==> src/hw/ext_port_pkg.sv <==
// Constants and types for the external memory port pin block.
// Function
// - 24-bit address out, high in reset, low after
// - Shared data pins default to memory-interface mode, the low FLAG_PINS pins to flag mode
// - Input port channel 0 samples data pins
// - Low acknowledge stretches the current access
// - Read strobe low per word read only
// - Write strobe low per word written only
// - SDRAM strobes encode command, high after reset
// - Bank selects decoded from address, change together
`default_nettype none
package ext_port_pkg;
  localparam int          ADDR_W      = 24;
  localparam int          DATA_W      = 32;
  localparam int          BANKS       = 2;
  localparam int          BANK_LSB    = 22;
  localparam int          FLAG_PINS   = 4;
  localparam logic [23:0] ADDR_RST    = 24'hffffff;
  localparam logic [23:0] ADDR_IDLE   = 24'h000000;
  localparam logic [1:0]  MODE_MEM    = 2'h0;
  localparam logic [1:0]  MODE_PAR    = 2'h1;
  localparam logic [1:0]  MODE_FLAG   = 2'h2;
  localparam logic [1:0]  MODE_PWM    = 2'h3;
  localparam logic [2:0]  SD_NOP      = 3'h7;

  typedef enum logic [1:0] {
    ST_IDLE,
    ST_READ,
    ST_WRITE,
    ST_SDRAM
  } port_state_t;

  typedef struct packed {
    logic                write;
    logic [ADDR_W-1:0]   addr;
    logic [DATA_W-1:0]   data;
  } mem_req_t;
endpackage
`default_nettype wire

==> src/hw/req_buf_if.sv <==
// Valid/ready carrier between the request buffer and the port engine.
`default_nettype none
interface req_buf_if;
  import ext_port_pkg::*;
  logic     valid;
  logic     ready;
  mem_req_t req;
  modport src (output valid, output req, input ready);
  modport dst (input valid, input req, output ready);
endinterface
`default_nettype wire

==> src/hw/ext_port.sv <==
// External memory port pin engine.
`default_nettype none
module ext_port
  import ext_port_pkg::*;
(
  // Clock and reset
  input  wire logic              clk_i,
  input  wire logic              rstn_i,
  // Core request side
  input  wire logic              req_valid_i,
  input  wire logic              req_write_i,
  input  wire logic [ADDR_W-1:0] req_addr_i,
  input  wire logic [DATA_W-1:0] req_wdata_i,
  output logic                   req_ready_o,
  output logic                   rsp_valid_o,
  output logic [DATA_W-1:0]      rsp_rdata_o,
  // SDRAM command request
  input  wire logic              sd_valid_i,
  input  wire logic [2:0]        sd_cmd_i,
  output logic                   sd_ready_o,
  // Pin function selection
  input  wire logic [DATA_W-1:0] par_sel_i,
  input  wire logic [DATA_W-1:0] flag_sel_i,
  input  wire logic [DATA_W-1:0] pwm_sel_i,
  input  wire logic [DATA_W-1:0] flag_out_i,
  input  wire logic [DATA_W-1:0] pwm_out_i,
  input  wire logic              par_ch0_en_i,
  output logic [DATA_W-1:0]      par_data_o,
  output logic                   par_valid_o,
  output logic [DATA_W-1:0]      flag_in_o,
  // External pins
  output logic [ADDR_W-1:0]      addr_o,
  input  wire logic [DATA_W-1:0] data_i,
  output logic [DATA_W-1:0]      data_o,
  output logic [DATA_W-1:0]      data_oe_n_o,
  input  wire logic              ack_i,
  output logic                   rd_n_o,
  output logic                   wr_n_o,
  output logic [BANKS-1:0]       bank_select_n_o,
  output logic                   sdram_row_strobe_o,
  output logic                   sdram_column_strobe_o,
  output logic                   sdram_write_enable_o
);
  port_state_t            state_q;
  logic [1:0]             mode_q [DATA_W];
  logic                   out_of_reset_q;
  logic                   buf_ready;
  logic                   start;
  req_buf_if              rq ();

  function automatic logic [BANKS-1:0] bank_decode(
    input logic [ADDR_W-1:0] a);
    logic [BANKS-1:0] r;
    r = '1;
    r[a[BANK_LSB +: 1]] = 1'b0;
    return r;
  endfunction

  req_buf2 u_buf (
    .clk_i      (clk_i),
    .rstn_i     (rstn_i),
    .in_valid_i (req_valid_i),
    .in_req_i   ({req_write_i, req_addr_i, req_wdata_i}),
    .in_ready_o (buf_ready),
    .out        (rq.src)
  );

  assign start    = (state_q == ST_IDLE) && rq.valid;
  assign rq.ready = start;

  always_ff @(posedge clk_i)
  begin
    if (!rstn_i)
    begin
      req_ready_o <= 1'b0;
      sd_ready_o  <= 1'b0;
    end
    else
    begin
      req_ready_o <= buf_ready;
      sd_ready_o  <= (state_q == ST_IDLE) && !rq.valid;
    end
  end

  // Pin modes: memory interface after reset, low flag pins in flag mode.
  always_ff @(posedge clk_i)
  begin
    for (int i = 0; i < DATA_W; i++)
    begin
      if (!rstn_i)
      begin
        mode_q[i] <= (i < FLAG_PINS) ? MODE_FLAG : MODE_MEM;
      end
      else if (par_sel_i[i])
      begin
        mode_q[i] <= MODE_PAR;
      end
      else if (flag_sel_i[i])
      begin
        mode_q[i] <= MODE_FLAG;
      end
      else if (pwm_sel_i[i])
      begin
        mode_q[i] <= MODE_PWM;
      end
      else
      begin
        mode_q[i] <= mode_q[i];
      end
    end
  end

  // Access sequencing and strobes.
  always_ff @(posedge clk_i)
  begin
    if (!rstn_i)
    begin
      state_q     <= ST_IDLE;
      rd_n_o      <= 1'b1;
      wr_n_o      <= 1'b1;
      rsp_valid_o <= 1'b0;
      rsp_rdata_o <= '0;
    end
    else
    begin
      rsp_valid_o <= 1'b0;
      unique case (state_q)
        ST_IDLE:
        begin
          if (start)
          begin
            state_q <= rq.req.write ? ST_WRITE : ST_READ;
            rd_n_o  <= rq.req.write;
            wr_n_o  <= !rq.req.write;
          end
          else if (sd_valid_i)
          begin
            state_q <= ST_SDRAM;
          end
        end
        ST_READ, ST_WRITE:
        begin
          if (ack_i)
          begin
            state_q     <= ST_IDLE;
            rd_n_o      <= 1'b1;
            wr_n_o      <= 1'b1;
            rsp_valid_o <= 1'b1;
            rsp_rdata_o <= (state_q == ST_READ) ? data_i : '0;
          end
        end
        ST_SDRAM:
        begin
          state_q <= ST_IDLE;
        end
      endcase
    end
  end

  // Address and bank selects change on the same edge.
  always_ff @(posedge clk_i)
  begin
    if (!rstn_i)
    begin
      addr_o          <= ADDR_RST;
      bank_select_n_o <= '1;
      out_of_reset_q  <= 1'b0;
    end
    else
    begin
      out_of_reset_q <= 1'b1;
      if (start)
      begin
        addr_o          <= rq.req.addr;
        bank_select_n_o <= bank_decode(rq.req.addr);
      end
      else if (state_q == ST_IDLE)
      begin
        addr_o          <= ADDR_IDLE;
        bank_select_n_o <= '1;
      end
    end
  end

  // SDRAM command pins.
  always_ff @(posedge clk_i)
  begin
    if (!rstn_i)
    begin
      {sdram_row_strobe_o, sdram_column_strobe_o,
       sdram_write_enable_o} <= SD_NOP;
    end
    else if (state_q == ST_IDLE && !start && sd_valid_i)
    begin
      {sdram_row_strobe_o, sdram_column_strobe_o,
       sdram_write_enable_o} <= sd_cmd_i;
    end
    else
    begin
      {sdram_row_strobe_o, sdram_column_strobe_o,
       sdram_write_enable_o} <= SD_NOP;
    end
  end

  // Shared data pin drive and capture.
  always_ff @(posedge clk_i)
  begin
    if (!rstn_i)
    begin
      data_o      <= '0;
      data_oe_n_o <= '1;
      par_data_o  <= '0;
      par_valid_o <= 1'b0;
      flag_in_o   <= '0;
    end
    else
    begin
      par_valid_o <= par_ch0_en_i && out_of_reset_q;
      for (int i = 0; i < DATA_W; i++)
      begin
        flag_in_o[i] <= data_i[i];
        if (mode_q[i] == MODE_PAR && par_ch0_en_i)
        begin
          par_data_o[i] <= data_i[i];
        end
        unique case (mode_q[i])
          MODE_MEM:
          begin
            if (start)
            begin
              data_o[i]      <= rq.req.data[i];
            end
            data_oe_n_o[i] <= !(start && rq.req.write);
            if (state_q == ST_WRITE && !ack_i)
            begin
              data_oe_n_o[i] <= 1'b0;
            end
          end
          MODE_FLAG:
          begin
            data_o[i]      <= flag_out_i[i];
            data_oe_n_o[i] <= 1'b0;
          end
          MODE_PWM:
          begin
            data_o[i]      <= pwm_out_i[i];
            data_oe_n_o[i] <= 1'b0;
          end
          MODE_PAR:
          begin
            data_o[i]      <= 1'b0;
            data_oe_n_o[i] <= 1'b1;
          end
        endcase
      end
    end
  end
endmodule // ext_port
`default_nettype wire

==> src/hw/req_buf2.sv <==
// Two-entry buffer for memory requests.
`default_nettype none
module req_buf2
  import ext_port_pkg::*;
(
  // Clock and reset
  input  wire logic     clk_i,
  input  wire logic     rstn_i,
  // Filling side
  input  wire logic     in_valid_i,
  input  wire mem_req_t in_req_i,
  output logic          in_ready_o,
  // Draining side
  req_buf_if.src        out
);
  mem_req_t   mem_q [2];
  logic       wr_ptr_q;
  logic       rd_ptr_q;
  logic [1:0] cnt_q;
  logic       push;
  logic       pop;

  assign in_ready_o = (cnt_q != 2'h2);
  assign out.valid  = (cnt_q != 2'h0);
  assign out.req    = mem_q[rd_ptr_q];
  assign push       = in_valid_i && in_ready_o;
  assign pop        = out.valid && out.ready;

  always_ff @(posedge clk_i)
  begin
    if (push)
    begin
      mem_q[wr_ptr_q] <= in_req_i;
    end
  end

  always_ff @(posedge clk_i)
  begin
    if (!rstn_i)
    begin
      wr_ptr_q <= 1'b0;
      rd_ptr_q <= 1'b0;
      cnt_q    <= 2'h0;
    end
    else
    begin
      if (push)
      begin
        wr_ptr_q <= !wr_ptr_q;
      end
      if (pop)
      begin
        rd_ptr_q <= !rd_ptr_q;
      end
      cnt_q <= cnt_q + {1'b0, push} - {1'b0, pop};
    end
  end
endmodule // req_buf2
`default_nettype wire

==> config.mk <==
export PLATFORM = sky130hd
export DESIGN_NAME = ext_port
export DESIGN_NICKNAME = d
export VERILOG_FILES = /design/src/hw/ext_port_pkg.sv /design/src/hw/req_buf_if.sv /design/src/hw/ext_port.sv /design/src/hw/req_buf2.sv
export SDC_FILE = /design/constraint.sdc
export NUM_CORES = 1
export LEC_CHECK = 0
export ABC_AREA = 1
export BUFFER_PORTS_ARGS = -buffer_cell sky130_fd_sc_hd__buf_2
export CAP_MARGIN = 20
export CORE_AREA = 3 3 189 191
export CTS_CLUSTER_SIZE = 12
export DETAILED_ROUTE_END_ITERATION = 16
export DIE_AREA = 0 0 192 194
export PLACE_DENSITY = 0.66
export SYNTH_ARGS = -nofsm -noshare
export SYNTH_HDL_FRONTEND = slang
export SYNTH_SLANG_ARGS = --single-unit
==> constraint.sdc <==
create_clock -name clk_i -period 4.6 [get_ports clk_i]
set_input_delay 0.92 -clock clk_i [delete_from_list [all_inputs] [get_ports clk_i]]
set_output_delay 0.92 -clock clk_i [all_outputs]
set_load 0.02 [all_outputs]
# Yosys cells after proc, flatten, opt, wreduce, memory -nomap -nowiden
# Memories as Yosys holds them, arrays and structs flattened. A register that Yosys moved wholly into a read port is not among the register bits.
# Cells that the tools add are included.
# word_totals
ff_bits	202
mem_bits_rw	178
word_cells	1269
n_memories	2
inputBits	258
output_inout_bits	195
# mem_list
name	depth	width	read_ports	rd_clocked_by_memory_dff	write_ports	line_no	source
u_buf.mem_q	2	57	1	1	1	req_buf2.sv:16	mem_req_t mem_q [2];
mode_q	32	2	32	0	32	ext_port.sv:45	logic [1:0] mode_q [DATA_W];
# op_classes
mux	793
reduce_logical	123
bitwise	129
order_cmp	2
eq_ne	135
addsub	2
# op_table
op	count
2-to-1 mux 1 bit	588
2-to-1 mux 2 bit	134
equality test 2 bit (second input constant)	66
OR 1 bit	128
case mux 1 bit (4 select lines)	32
case mux 1 bit (3 select lines)	32
!= test 2 bit (second input constant)	35
equality test 2 x 1 -> 1 bit (second input constant)	33
zero test 2 bit	33
OR reduction 2 bit	33
2-to-1 mux 24 bit	2
logical AND 1 bit	42
2-to-1 mux 32 bit	1
AND reduction 2 bit	4
zero test 1 bit	7
case mux 2 bit (3 select lines)	1
nonzero test 2 bit	3
case mux 1 bit (2 select lines)	2
!= test 3 bit (second input constant)	1
AND reduction 3 bit	1
adder 2 x 1 -> 2 bit	1
< comparator 1 x 2 -> 1 bit (second input constant)	1
NOT 2 bit	1
subtractor 2 x 1 -> 2 bit	1
2 further kinds	2

# Depth between registers and ports, before layout
# depth
ltp_word	7
mapped_depth	11
depth_no_buf	10

# By module
# From an unflattened synthesis, not the netlist that was laid out.
# unflattened
hier_cells	1546
area_unflattened_um2	15127.0
# by_module_without_submodules
module	cells_each	area_each_um2	n_inst	seq_area_each_um2
ext_port	1333	10661.5	1	5885.6
req_buf2	213	4465.5	1	3523.4

# Worst setup path after synthesis
# Ideal clock, no wire load.
# synth_path
path_type	in2reg
start	input req_valid_i
end	memory u_buf.mem_q[1][0] in the netlist's numbering, enable pin
t_arrival_ns	3.433
required_ns	4.127
stages	2
setup_slack_ns	0.694
n_path_buf	0
setup_ns	0.473
cell_sequence	o21ai_1 -> nor2_1
# synth_between
elab_chain_cells	3
# synth_lines
element	line_no	source
start, declared	ext_port.sv:10	input wire logic req_valid_i,
logical AND 1 bit	req_buf2.sv:26	assign push = in_valid_i && in_ready_o;
2-to-1 mux 1 bit	req_buf2.sv:31	if (push)
2-to-1 mux 1 bit (implied by the code)	req_buf2.sv:33	mem_q[wr_ptr_q] <= in_req_i;
end, declared	req_buf2.sv:16	
# No other way between the ends.

==> impl_metrics.csv <==
group,metric,value,unit
status,outcome,"complete, no violations",
floorplan,die_area,37200,µm²
cts,cts_made_buffers,40,
power_and_ir_drop,clkPwrFrac,0.313,
run,maxCapViolCount,0,
routing,vias_per_cell,4.91,
sta,setup_viol,0,
setup_path,arrival,2.82,ns
cts,cts_htree_levels,2,
layout,area_delta_synth_final,25.1,%
cts,clkTransAtPathRegs,0.06,ns
routing,drt_wl_total,46000,µm
setup_path,critPathMostFrequentCell,"nand2_1",
routing,met3_length,4100,µm
cts,clockBufferDepth,3,
cts,tritoncts,"done",
synth,yosysTopAreaCell,"edfxtp_1",
sta,slew_viol_final,0,
layout,multi_input_area,4510,µm²
setup_path,end_kind,"register",
synth,syn-cell-area,15300,µm²
setup_path,max_stage_delay,0.66,ns
sta,worst_slew_pin_slew,1.04,ns
synth,synthesis.nets,1954,
layout,final_util,0.559,
layout,nNetsFinal,2391,
place,port_buffers,452,
worst_hold_path,holdCritStartpoint,"out_of_reset_q$_DFF_P_",
setup_path,cp_max_fo,57,
layout,instances_no_fill,2623,
sta,rsz0062_at_grt,"false",
sta,slew_headroom,0.309,
power_and_ir_drop,power_density,518,nW/µm²
floorplan,fp-row-count,68,
synth,synth_top_area_frac,0.349,
synth,netlist_instances,1690,
sta,tns,0,ns
global_routing,grt_usage,0.239,
cts,postCtsSetupBuffers,0,
setup_path,worstPathRequired,4.96,ns
power_and_ir_drop,power_frac_comb,0.257,
power_and_ir_drop,leakagePower,0.00913,µW
routing,dr_wl_met2,22600,µm
sta,worst_slack,2.14,ns
place,place_congestion,0.855,
routing,vias,12900,
synth,synth_area_leaders,"edfxtp_1 35%, dfxtp_1 27%, nand2_1 8.0%, inv_1 6.6%, a21oi_1 5.1%",
global_routing,grt_max_degree,134,
cts,root_buffer,"clkbuf_16",
routing,wirelength_met1,17200,µm
power_and_ir_drop,switching_share,0.333,
synth,seq_area_frac_synth,0.614,
power_and_ir_drop,power.switching,3310,µW
synth,ys_warn_count,0,
synth,ys_top_cells_by_count,"325 x nand2_1, 269 x inv_1, 203 x dfxtp_1, 178 x edfxtp_1, 157 x a21oi_1",
synth,ys_ff_latch,381,
routing,drt-pass1-iter-count,6,
synth,yosysMostFrequentCell,"nand2_1",
setup_path,critPathBufInv,2,
sta,skew,0.00979,ns
place,placed_cells,2540,
cts,clock_sinks,381,
sta,fmax,406,MHz
global_routing,grt_pass1_vias,12200,
setup_path,path_cells,"inv_2, buf_4, nand2_1, nand2_1, nand2_1, nand2_2, o21ai_0",
layout,n_fill_cell,3088,
routing,highest_layer,"met5",
layout,seqCellArea,9410,µm²
setup_path,crit_family,"simple AND/OR/NAND/NOR gates",
synth,yosysUniqueCellTypes,27,
sta,holdWs,0.427,ns
power_and_ir_drop,internal_power,6610,µW
routing,antenna_left,0,
sta,finalCriticalPeriod,2.46,ns
floorplan,coreArea,34300,µm²
cts,cts_resized,0,
synth,syn_avg_cell_area,9.07,µm²
routing,drtIter0Drc,744,
global_routing,grt_overflow_total,0,
power_and_ir_drop,p_seq_frac,0.430,
routing,post-route-drc-count,0,
global_routing,grt_pass1_wl,67800,µm
place,hpwl,33300,µm
floorplan,die_w,192,µm
floorplan,ioPinCount,453,
setup_path,startpoint_type,"register",
setup_path,criticalPathCategory,"reg -> reg",
routing,wire_per_inst,17.5,µm
place,post-place-ws,1.61,ns
floorplan,initial_core_util,0.447,
cts,insertion_delay,0.55,ns
power_and_ir_drop,vdd_drop_max,0.414,mV
layout,drive_gt1_frac,0.257,
synth,synth_edf_count,178,
setup_path,cp_slowest_cell,"nand2_2",
floorplan,die_y,194,µm
synth,ys_async_sr_fraction,0,
cts,hold_buffers,0,
synth,synth_flop_cell,"dfxtp_1",
sta,hold_viol,0,
worst_hold_path,holdCritPathClass,"reg -> reg",
sta,fin_crit_sh,0.535,
global_routing,antenna_found_initial,21,
state kept, by name (all words and copies together) (netlist names), 2 cells and up, named ones only:
register,count
addr_o,24
bank_select_n_o,2
data_o,32
data_oe_n_o,32
flag_in_o,32
mode_q,64
par_data_o,32
rsp_rdata_o,32
state_q,2
u_buf.cnt_q,2
u_buf.mem_q,114
power groups by stage:
stage / Sequential (µW) / Clock, µW / Combinational [µW]
after floorplan: 4640 / 0 / 1380
after global placement: 4320 / 0 / 2540
after detailed placement: 4330 / 0 / 2590
after CTS: 4270 / 3180 / 2600
after global routing: 4310 / 3300 / 2860
final: 4270 / 3100 / 2550
path summary, 6_finish.rpt:
path	slack, ns	cells after the start	to
max	2.14	7	data_oe_n_o[10]$_SDFF_PN1_
min	0.43	2	par_valid_o$_SDFF_PN0_
max reg2reg	2.14	7	data_oe_n_o[10]$_SDFF_PN1_
min reg2reg	0.43	2	par_valid_o$_SDFF_PN0_
routing by layer:
layer	global-route usage	vias to the layer above
li1	-	6395
met1	0.272	5874
met2	0.414	474
met3	0.0698	117
met4	0.106	26
met5	0	-
cells in the final DEF (no fill, tap or decap), drive strengths merged:
cell | netlist | routed
o21ai | 64 | 64
nand4 | 11 | 11
ha | 6 | 6
xnor2 | 1 | 1
dfxtp | 203 | 203
edfxtp | 178 | 178
o31ai | 32 | 32
nand3 | 135 | 135
nand2 | 326 | 326
clkinv | 0 | 3
nor3 | 29 | 29
inv | 272 | 274
clkbuf | 18 | 67
a21oi | 157 | 157
or2 | 23 | 23
clkinvlp | 0 | 1
nor2 | 158 | 158
o211ai | 23 | 23
buf | 53 | 466
diode | 0 | 10
o21a | 1 | 1
logic make-up after synthesis:
group,after synthesis,synth area share
compound gates,277,0.100
xor+xnor,1,0.000572
fa+ha+maj,6,0.00490
buf+inv,343,0.0922
flops,381,0.614
simple gates,682,0.188
layout make-up:
class                      instances  share of cell area
sequential                       381               0.491
multi-input combinational        966               0.236
timing repair buffer             466               0.124
clock buffer                      67              0.0634
inverter                         272              0.0535
tap                              455              0.0297
clock inverter                     6             0.00196
antenna                           10             0.00131
tightest hold or removal path, delay by kind of cell (launching register included):
family | cells | cell delay (ns)
flip-flops | 1 | 0.30
AND/OR/NAND/NOR | 2 | 0.08
per-stage QoR:
step,instance area (µm²),total power (µW)
global placement,17900,6860
floorplan,15300,6020
detailed placement,17900,6920
global route,19200,10500
CTS,19100,10000
finish,19200,9920
(Power assumes the default switching activity.)
